[src/lms_pkg.sv]
// Purpose: shared constants and types of the listen mode sequencer
// Assumes: 100 MHz clock, timer periods given in clock ticks
// Notes:   selector codes follow the transition fields of the sequencer
`default_nettype none
package lms_pkg;
  // ==========================================================
  // selector encodings
  localparam logic       IDLE_SLEEP        = 1'h1;
  localparam logic [1:0] START_TO_LOWPOWER = 2'h0;
  localparam logic       LOWPOWER_TO_IDLE  = 1'h1;
  localparam logic       IDLE_EXIT_ON_T1   = 1'h1;
  localparam logic [2:0] RX_OFF_ON_SYNC    = 3'h5;
  localparam logic [2:0] RX_OFF_ON_PREAMB  = 3'h6;
  localparam logic [1:0] TMO_TO_LOWPOWER   = 2'h2;
  // ==========================================================
  // timer widths and reset values
  localparam int         TIMER_W           = 16;
  localparam logic [15:0] T1_RESET         = 16'h0040;
  localparam logic [15:0] T2_RESET         = 16'h0080;
  localparam logic [15:0] TMO_RESET        = 16'h0020;
  // ==========================================================
  // radio operating modes driven out
  typedef enum logic [1:0] {
    LMS_MODE_SLEEP,
    LMS_MODE_STANDBY,
    LMS_MODE_RX
  } lms_mode_t;
  // transition configuration
  typedef struct packed {
    logic       lowPowerStateChoice;
    logic [1:0] startTransitionSel;
    logic       lowPowerTargetSel;
    logic       idleExitSel;
    logic [2:0] receiveExitSel;
    logic [1:0] rxTimeoutExitSel;
  } lms_cfg_t;
  // receiver events
  typedef struct packed {
    logic preambleFoundEvent;
    logic syncWordMatchEvent;
    logic payloadCompleteEvent;
  } lms_evt_t;
endpackage
`default_nettype wire

[src/lms_timer.sv]
// Purpose: one-shot interval timer with expiry pulse
// Assumes: period of at least one tick
// Notes:   restarting reloads the count
`timescale 1ns/100ps
`default_nettype none
module lms_timer #(
  parameter int W = 16
) (
  input  wire logic         clk,
  input  wire logic         rst,
  input  wire logic         ce,
  input  wire logic         start,
  input  wire logic         stop,
  input  wire logic [W-1:0] period,
  output logic              expired
);
  logic [W-1:0] count;
  logic [W-1:0] next_count;
  logic         running;
  logic         next_running;
  logic         next_expired;

  // ==========================================================
  // countdown and expiry pulse
  always_comb begin
    next_count   = count;
    next_running = running;
    next_expired = 1'b0;
    if (start) begin
      next_count   = (period == '0) ? W'(1) : period;
      next_running = 1'b1;
    end else if (stop) begin
      next_running = 1'b0;
    end else if (running) begin
      if (count == W'(1)) begin
        next_running = 1'b0;
        next_expired = 1'b1;
      end else begin
        next_count = count - W'(1);
      end
    end
  end

  // state registers
  always_ff @(posedge clk) begin
    if (rst) begin
      count   <= '0;
      running <= 1'b0;
      expired <= 1'b0;
    end else if (ce) begin
      count   <= next_count;
      running <= next_running;
      expired <= next_expired;
    end
  end
endmodule
`default_nettype wire

[src/lms_listen_mode_sequencer.sv]
// Purpose: autonomous listen mode sequencer of a radio transceiver
// Assumes: receiver events are on-chip pulses on this clock
// Notes:   host stops the sequencer by sequencerStop; radioMode keeps its value
`timescale 1ns/100ps
`default_nettype none
// Overview of operation
// - stay mostly idle on RC oscillator, poll receiver periodically
// - raise host interrupt when a packet event occurs in listen mode
// - preamble wake: preamble stops sequencer, receiver stays on
// - no signal: wake every T1 plus T2, receive for T2
// - idle choice sleep, start to low power, low power to idle
// - idle exits on T1; receive code 110 stops on preamble
// - second timer bounds receive time without preamble
// - T1 plus T2 sets spacing between polling starts
// - sync wake: receive only for rx window timeout per cycle
// - preamble before timeout keeps receive until T2 ends
// - sync match stops sequencer, receiver stays on
module lms_listen_mode_sequencer #(
  parameter int TW = lms_pkg::TIMER_W
) (
  input  wire logic              clk,
  input  wire logic              rst,
  input  wire logic              ce,
  input  wire logic              sequencerStart,
  input  wire logic              sequencerStop,
  input  wire lms_pkg::lms_cfg_t cfg,
  input  wire logic [TW-1:0]     firstIntervalTimer,
  input  wire logic [TW-1:0]     secondIntervalTimer,
  input  wire logic [TW-1:0]     rxWindowTimeout,
  input  wire lms_pkg::lms_evt_t evt,
  output lms_pkg::lms_mode_t     radioMode,
  output logic                   sequencerOn,
  output logic                   digitalIoFour,
  output logic                   syncIrq,
  output logic                   payloadIrq,
  output logic                   firstTimerExpiry,
  output logic                   secondTimerExpiry
);
  typedef enum {
    S_OFF, S_LOWPOWER, S_IDLE, S_RX, S_RX_WAIT_SYNC
  } lms_state_t;

  lms_state_t         state;
  lms_state_t         next_state;
  lms_pkg::lms_mode_t next_radioMode;
  logic               next_sequencerOn;
  logic               next_digitalIoFour;
  logic               next_syncIrq;
  logic               next_payloadIrq;
  logic               t1Start;
  logic               t2Start;
  logic               tmoStart;
  logic               tmrStop;
  logic               t1Exp;
  logic               t2Exp;
  logic               tmoExp;
  logic               rxSync;
  logic               rxPreamb;

  assign rxSync   = (cfg.receiveExitSel == lms_pkg::RX_OFF_ON_SYNC);
  assign rxPreamb = (cfg.receiveExitSel == lms_pkg::RX_OFF_ON_PREAMB);

  // ==========================================================
  // interval timers
  // expiry event timers
  lms_timer #(.W(TW)) u_t1 (
    .clk     (clk),
    .rst     (rst),
    .ce      (ce),
    .start   (t1Start),
    .stop    (tmrStop),
    .period  (firstIntervalTimer),
    .expired (t1Exp)
  );
  lms_timer #(.W(TW)) u_t2 (
    .clk     (clk),
    .rst     (rst),
    .ce      (ce),
    .start   (t2Start),
    .stop    (tmrStop),
    .period  (secondIntervalTimer),
    .expired (t2Exp)
  );
  lms_timer #(.W(TW)) u_tmo (
    .clk     (clk),
    .rst     (rst),
    .ce      (ce),
    .start   (tmoStart),
    .stop    (tmrStop),
    .period  (rxWindowTimeout),
    .expired (tmoExp)
  );

  // ==========================================================
  // sequencer next state
  always_comb begin
    next_state         = state;
    next_sequencerOn   = sequencerOn;
    next_radioMode     = radioMode;
    next_digitalIoFour = 1'b0;
    next_syncIrq       = 1'b0;
    next_payloadIrq    = 1'b0;
    t1Start            = 1'b0;
    t2Start            = 1'b0;
    tmoStart           = 1'b0;
    tmrStop            = 1'b0;
    if (sequencerOn || radioMode == lms_pkg::LMS_MODE_RX) begin
      next_digitalIoFour = evt.preambleFoundEvent;
      next_syncIrq       = evt.syncWordMatchEvent;
      next_payloadIrq    = evt.payloadCompleteEvent;
    end
    if (sequencerStop) begin
      next_state       = S_OFF;
      next_sequencerOn = 1'b0;
      tmrStop          = 1'b1;
    end else begin
      case (state)
        S_OFF: begin
          if (sequencerStart &&
              cfg.startTransitionSel == lms_pkg::START_TO_LOWPOWER) begin
            next_state       = S_LOWPOWER;
            next_sequencerOn = 1'b1;
          end
        end
        S_LOWPOWER: begin
          if (cfg.lowPowerTargetSel == lms_pkg::LOWPOWER_TO_IDLE) begin
            next_state = S_IDLE;
            t1Start    = 1'b1;
            next_radioMode =
              (cfg.lowPowerStateChoice == lms_pkg::IDLE_SLEEP) ?
              lms_pkg::LMS_MODE_SLEEP : lms_pkg::LMS_MODE_STANDBY;
          end else begin
            next_state       = S_OFF;
            next_sequencerOn = 1'b0;
          end
        end
        S_IDLE: begin
          if (t1Exp && cfg.idleExitSel == lms_pkg::IDLE_EXIT_ON_T1) begin
            next_state     = S_RX;
            next_radioMode = lms_pkg::LMS_MODE_RX;
            t2Start        = 1'b1;
            tmoStart       = rxSync;
          end
        end
        S_RX: begin
          if (rxPreamb && evt.preambleFoundEvent) begin
            next_state       = S_OFF;
            next_sequencerOn = 1'b0;
            tmrStop          = 1'b1;
          end else if (rxSync && evt.syncWordMatchEvent) begin
            next_state       = S_OFF;
            next_sequencerOn = 1'b0;
            tmrStop          = 1'b1;
          end else if (rxSync && evt.preambleFoundEvent) begin
            next_state = S_RX_WAIT_SYNC;
          end else if ((rxSync && tmoExp &&
                        cfg.rxTimeoutExitSel == lms_pkg::TMO_TO_LOWPOWER)
                       || t2Exp) begin
            next_state = S_LOWPOWER;
            tmrStop    = 1'b1;
          end
        end
        S_RX_WAIT_SYNC: begin
          if (evt.syncWordMatchEvent) begin
            next_state       = S_OFF;
            next_sequencerOn = 1'b0;
            tmrStop          = 1'b1;
          end else if (t2Exp) begin
            next_state = S_LOWPOWER;
            tmrStop    = 1'b1;
          end
        end
        default: begin
          next_state = S_OFF;
        end
      endcase
    end
  end

  // state registers
  always_ff @(posedge clk) begin
    if (rst) begin
      state             <= S_OFF;
      sequencerOn       <= 1'b0;
      radioMode         <= lms_pkg::LMS_MODE_STANDBY;
      digitalIoFour     <= 1'b0;
      syncIrq           <= 1'b0;
      payloadIrq        <= 1'b0;
      firstTimerExpiry  <= 1'b0;
      secondTimerExpiry <= 1'b0;
    end else if (ce) begin
      state             <= next_state;
      sequencerOn       <= next_sequencerOn;
      radioMode         <= next_radioMode;
      digitalIoFour     <= next_digitalIoFour;
      syncIrq           <= next_syncIrq;
      payloadIrq        <= next_payloadIrq;
      firstTimerExpiry  <= t1Exp;
      secondTimerExpiry <= t2Exp;
    end
  end
endmodule
`default_nettype wire

[config.mk]
export PLATFORM = sky130hd
export DESIGN_NAME = lms_listen_mode_sequencer
export DESIGN_NICKNAME = d
export VERILOG_FILES = /design/src/lms_pkg.sv /design/src/lms_timer.sv /design/src/lms_listen_mode_sequencer.sv
export SDC_FILE = /design/constraint.sdc
export NUM_CORES = 1
export LEC_CHECK = 0
export ABC_AREA = 1
export BUFFER_PORTS_ARGS = -buffer_cell sky130_fd_sc_hd__buf_2
export CAP_MARGIN = 5
export CORE_MARGIN = 5
export CORE_UTILIZATION = 55
export DETAILED_ROUTE_END_ITERATION = 10
export GPL_ROUTABILITY_DRIVEN = 0
export PLACE_DENSITY = 0.79
export SLEW_MARGIN = 20
export SYNTH_ARGS = -nofsm -noshare
export SYNTH_HDL_FRONTEND = slang
export SYNTH_HIERARCHICAL = 1
export SYNTH_SLANG_ARGS = --single-unit
export TNS_END_PERCENT = 1
[constraint.sdc]
create_clock -name clk -period 2.5 [get_ports clk]
set_input_delay 0.5 -clock clk [delete_from_list [all_inputs] [get_ports clk]]
set_output_delay 0.5 -clock clk [all_outputs]
set_load 0.01 [all_outputs]
After elaboration in Yosys (flattened, before gate mapping). Index checks and enable logic that the tools add are counted.

Bits in registers: 94. Bits of input ports: 66. Logic and storage cells: 153.

Add/subtract/negate cells: 3. Equality and inequality tests: 26. Multiplexer cells: 81. Bitwise gates (word level): 1. Reductions and logical operators: 25.

Operator list (number): $mux 32 (9); $mux 16 (15); $pmux 32 s5 (1); $eq 32x2->1 const B (2); $mux 1 (50); $eq 16x1->1 const B (3); $logic_not 16->1 (3); $sub 16x1->16 const B (3); $eq 32x1->1 const B (1); $eq 32x3->1 const B (1); $logic_not 32->1 (1); $ne 2x2->1 const B (8); $ne 3x3->1 const B (4); $reduce_and 4->1 (3); $reduce_and 5->1 (2); $reduce_bool 2->1 (4); $logic_and 1x1->1 (7); $eq 3x3->1 const B (2); $mux 2 (3); $ne 6x6->1 const B (1); $reduce_and 6->1 (1); $reduce_bool 5->1 (1); $eq 2x2->1 const B (2); $ne 4x3->1 const B (1); other kinds (7) (8).

Logic depth before layout (Yosys ltp).
Word-level depth: 12. Mapped depth: 13. Mapped depth without buffers: 12.

Hierarchy. The synthesis kept the hierarchy.

Modules (own cells, without submodules): lms_timer (times used 3, cells an instance 258, area each 1427.6 µm², sequential area each 360.3 µm²); lms_listen_mode_sequencer (times used 1, cells an instance 133, area each 789.5 µm², sequential area each 220.2 µm²).

Worst setup path before layout. No wires, ideal clock.

Path kind: input -> register. Start point: in cfg[2] in the netlist's numbering. End point: reg u_t1.count[0]. Setup time: 0.113 ns. Arrival time: 1.841 ns. Path slack: 0.546 ns. Stages: 12. Path through: nand2_1 nor2_1 nand2_1 inv_1 nor2_1 o21ai_0 o211ai_1 o21ai_2 nand3_4 buf_6 nor2_1 nor2_1.

Word-level cells in the longest chain between the ends: 12. Elaborated cells between the ends (all ways): 16.

RTL lines: start, declared (line lms_listen_mode_sequencer.sv:26) `input wire lms_pkg::lms_cfg_t cfg,`; $eq 3x3->1 (line lms_listen_mode_sequencer.sv:60) `assign rxSync = (cfg.receiveExitSel == lms_pkg::RX_OFF_ON_SYNC);`; $logic_and 1x1->1 (2 in a row) (line lms_listen_mode_sequencer.sv:156) `end else if ((rxSync && tmoExp &&`; $logic_or 1x1->1 (line lms_listen_mode_sequencer.sv:158) `|| t2Exp) begin`; $mux 1 (line lms_listen_mode_sequencer.sv:156); $mux 1 (line lms_listen_mode_sequencer.sv:154) `end else if (rxSync && evt.preambleFoundEvent) begin`; $mux 1 (line lms_listen_mode_sequencer.sv:150) `end else if (rxSync && evt.syncWordMatchEvent) begin`; $mux 1 (*) (line lms_listen_mode_sequencer.sv:146) `if (rxPreamb && evt.preambleFoundEvent) begin`; $pmux 1 s2 (*) (line lms_listen_mode_sequencer.sv:117) `case (state)`; $mux 1 (*) (line lms_listen_mode_sequencer.sv:112) `if (sequencerStop) begin`; via tmrStop (line lms_listen_mode_sequencer.sv:53) `logic tmrStop;`; $ne 2x2->1 (no source line) (*); $reduce_and 4->1 (no source line) (*); end signal, assigned (line lms_timer.sv:51) `count <= next_count;`; end, declared (line lms_timer.sv:17) `logic [W-1:0] count;`.

Mark *: on every way through the listed nets, which the timed path passes. The rest lies on a longest branch. A chain may end at the register's enable or synchronous reset.

Worst setup path in the final report.
Start point: in cfg[3] in the netlist's numbering. End point: reg u_tmo.count[7].

Word-level cells in the longest chain between the ends: 12. Elaborated cells between the ends (all ways): 22.

RTL lines (line): $eq 3x3->1 (lms_listen_mode_sequencer.sv:60); $logic_and 1x1->1 (2 in a row) (lms_listen_mode_sequencer.sv:156); $logic_or 1x1->1 (lms_listen_mode_sequencer.sv:158); $mux 1 (lms_listen_mode_sequencer.sv:156); $mux 1 (lms_listen_mode_sequencer.sv:154); $mux 1 (lms_listen_mode_sequencer.sv:150); $mux 1 (*) (lms_listen_mode_sequencer.sv:146); $pmux 1 s2 (*) (lms_listen_mode_sequencer.sv:117); $mux 1 (*) (lms_listen_mode_sequencer.sv:112); via tmrStop (lms_listen_mode_sequencer.sv:53); $ne 2x2->1 (no source line) (*); $reduce_and 4->1 (no source line) (*); end signal, assigned (lms_timer.sv:51); end, declared (lms_timer.sv:17).

Marks and branches as above.

==> reports/qor.csv <==
metric,value,unit
holdWs,0.395,ns
final_cell_mix,"298 x sky130_fd_sc_hd__nand2_1, 212 x sky130_fd_sc_hd__nor2_1, 98 x sky130_fd_sc_hd__inv_1",
clock_tree_from_tritoncts,done,
final_nets,1048,
antenna_found_initial,0,
syn_inst,907,
largest_net_degree_at_the_start_of_global_routing,32,
worst_skew_pair.late_latency,0.35,ns
final_common_cell,sky130_fd_sc_hd__nand2_1,
clock_tree.root_cell,sky130_fd_sc_hd__clkbuf_8,
critical_path.endpoint_type,register,
core_area,9110,um2
place_area,5450,um2
die_area,11200,um2
flow.area_growth_from_synthesis,12.3,%
port_buf_inserts,73,
ir_worst_vdd,0.322,mV
worst_pin_slew,0.610,ns
die_y,106,um
worst_clock_skew,0.0119,ns
timing.final.max_slew_violations,0,
wire_length_of_the_first_global_routing_pass,21000,um
ctsHtreeMaxLevel,3,
run_status,"finished, final reports clean",
cpLargestDelayFamily,simple AND/OR/NAND/NOR gates,
place_hpwl,9000,um
hold_path_class,in -> reg,
critical_path_class,in -> reg,
routed_wl,12300,um
power_density,441,nW/um2
antennaDiodeCount,0,
cts-root-to-sink-buffers,2,
mapped_area,5070,um2
final_design_area_no_fill,5690,um2
critPathRequiredTime,2.74,ns
die_width,106,um
element_type_at_the_critical_path_start,input pin,
critical-path-max-stage-delay,0.37,ns
mappedNetlistNets,979,
ys_dominant_reg_cell,sky130_fd_sc_hd__dfxtp_1,
tns,0,ns
grt_setup_unrepaired,no,
detail_route.iter0.violations,157,
post_synth.cell_area_avg,5.59,um2
drt-wirelength-per-cell,11.3,um
crit_arrival,2.39,ns
initial_utilization,55.7,%
finalHoldViolations,0,
yosysSeqAreaShare,25.7,%
period_share,86.2,%
slowest_stage,sky130_fd_sc_hd__nand3_2,
crit_path_frequent_cell,sky130_fd_sc_hd__nor2_1,
total_leakage_power,0.00302,uW
cts_buffers,9,
final_period_minus_worst_setup_slack,2.15,ns
critical_path.n_buffers_inverters,3,
initial_drt_pass_iterations,4,
critPathMaxFanout,15,
num_vias,5476,
drive_gt1_share,15.5,%
io_pins,74,
synth-warning-count,6,
post-layout-total-power,2510,uW
finalSetupViolCount,0,
detail_route.drc_violations,0,
num_rows,35,
max_clock_freq,464,MHz
max-cap-violations,0,
async_set_or_reset_flop_fraction_in_the_synthesized_netlist,0,%
first_global_vias,4840,
yosysUniqueCellTypes,28,
postSynthRegisterBits,65,
synth_enable_flop_cells,0,
cts_sinks,65,
holdBufCountCts,0,
crit_chain,buf_2 > inv_1 > nand3_1 > nor2_1 > nor2_1 > nor2_1 > o21ai_0 > o211ai_1 > buf_4 > o21ai_2 > nand3_2 > nor2_1 > nor2_1,
worst_setup_hold_path_clk_slew,0.08,ns
post_drt_via_cell_ratio,5.01,
maxSlewHeadroom,59.3,%
overflow,0,
antenna_left,0,
groute.usage.overall,22.2,%
repair_timing:
| item | 4_1_cts | 5_1_grt |
|---|---|---|
| resized for setup | 0 | 0 |
| setup endpoints to repair | 0 | 44 |
| setup buffers | 0 | 2 |
metrics by stage:
step                      std cells  worst slack, ns  utilization (%)
after CTS                      1089            0.239             62.2
after detailed placement       1073          -0.0308             59.8
after global placement         1073           0.0100             59.8
after global routing           1092           0.0613             62.5
after floorplan                 907            0.546                -
final                          1092            0.345             62.5
final cells by class:
type	instances	area (um2)
clock buffer	9	124
clock inverter	7	95.1
fill	956	3410
inverter	106	398
multi-input combinational	713	3210
sequential	65	1300
tap	111	139
timing repair buffer	81	425
routing by layer:
| metal | vias up | track usage, % | part of all wire [%] |
|---|---|---|---|
| li1 | 2938 | - | - |
| met1 | 2405 | 28.5 | 47 |
| met2 | 122 | 38.1 | 46 |
| met5 | - | 0 | 0 |
| met4 | 0 | 5.09 | 0.97 |
| met3 | 11 | 4.68 | 6.2 |
sequential cells by signal, indices dropped and copies added, names as in the netlist:
name               flops
u_tmo/running          1
u_t1/count            16
syncIrq                1
digitalIoFour          1
payloadIrq             1
u_tmo/expired          1
sequencerOn            1
u_t1/expired           1
u_t2/expired           1
state                  3
radioMode              2
u_t1/running           1
firstTimerExpiry       1
secondTimerExpiry      1
u_t2/running           1
u_tmo/count           16
u_t2/count            16
worst register-to-register path, cell delays in order (launching register included):
cell and delay (ns):
sky130_fd_sc_hd__dfxtp_1 0.33, sky130_fd_sc_hd__nand3_1 0.09, sky130_fd_sc_hd__nor2_1 0.04, sky130_fd_sc_hd__nor2_1 0.15, sky130_fd_sc_hd__nor2_1 0.07, sky130_fd_sc_hd__o21ai_0 0.17
sky130_fd_sc_hd__o211ai_1 0.12, sky130_fd_sc_hd__buf_4 0.18, sky130_fd_sc_hd__o21ai_2 0.26, sky130_fd_sc_hd__nand3_2 0.37, sky130_fd_sc_hd__nor2_1 0.21, sky130_fd_sc_hd__nor2_1 0.06
worst paths after layout:
path | slack, ns | startpoint | cells after the start | endpoint
max reg2reg | 0.35 | u_tmo/expired$_SDFFE_PP0P_ | 11 | u_tmo/count[7]$_SDFFE_PP0P_
max | 0.35 | cfg[3] | 13 | u_tmo/count[7]$_SDFFE_PP0P_
min reg2reg | 0.49 | u_t2/running$_SDFFE_PP0P_ | 2 | u_t2/running$_SDFFE_PP0P_
min | 0.40 | evt[0] | 3 | payloadIrq$_SDFFE_PP0P_
report_power, final:
group          internal [uW]  total, uW  switching [uW]  leakage, uW
logic                    162        422             260      0.00238
clock network            561       1010             448     0.000109
registers               1060       1080            25.6     0.000526
cell families after synthesis:
logic type | share of synthesized area, %
fa+ha+maj | 1.48
compound gates | 7.47
flops | 25.7
buf+inv | 11.3
simple gates | 54.0
Yosys cell counts, types with 4 or more instances:
cell | n | area share [%]
sky130_fd_sc_hd__a21oi_1 | 25 | 2.5
sky130_fd_sc_hd__buf_2 | 4 | 0.39
sky130_fd_sc_hd__buf_4 | 4 | 0.59
sky130_fd_sc_hd__buf_6 | 9 | 2.0
sky130_fd_sc_hd__clkbuf_1 | 4 | 0.30
sky130_fd_sc_hd__dfxtp_1 | 65 | 26
sky130_fd_sc_hd__ha_1 | 6 | 1.5
sky130_fd_sc_hd__inv_1 | 98 | 7.3
sky130_fd_sc_hd__inv_2 | 8 | 0.59
sky130_fd_sc_hd__nand2_1 | 298 | 22
sky130_fd_sc_hd__nand2_2 | 5 | 0.62
sky130_fd_sc_hd__nand3_1 | 76 | 7.5
sky130_fd_sc_hd__nand3_4 | 6 | 2.1
sky130_fd_sc_hd__nand4_1 | 6 | 0.74
sky130_fd_sc_hd__nor2_1 | 212 | 16
sky130_fd_sc_hd__nor2_2 | 14 | 1.7
sky130_fd_sc_hd__nor2_4 | 10 | 2.2
sky130_fd_sc_hd__o21ai_0 | 33 | 3.3
sky130_fd_sc_hd__o21ai_1 | 5 | 0.49
Note: power is estimated with default switching activity, not from simulation.
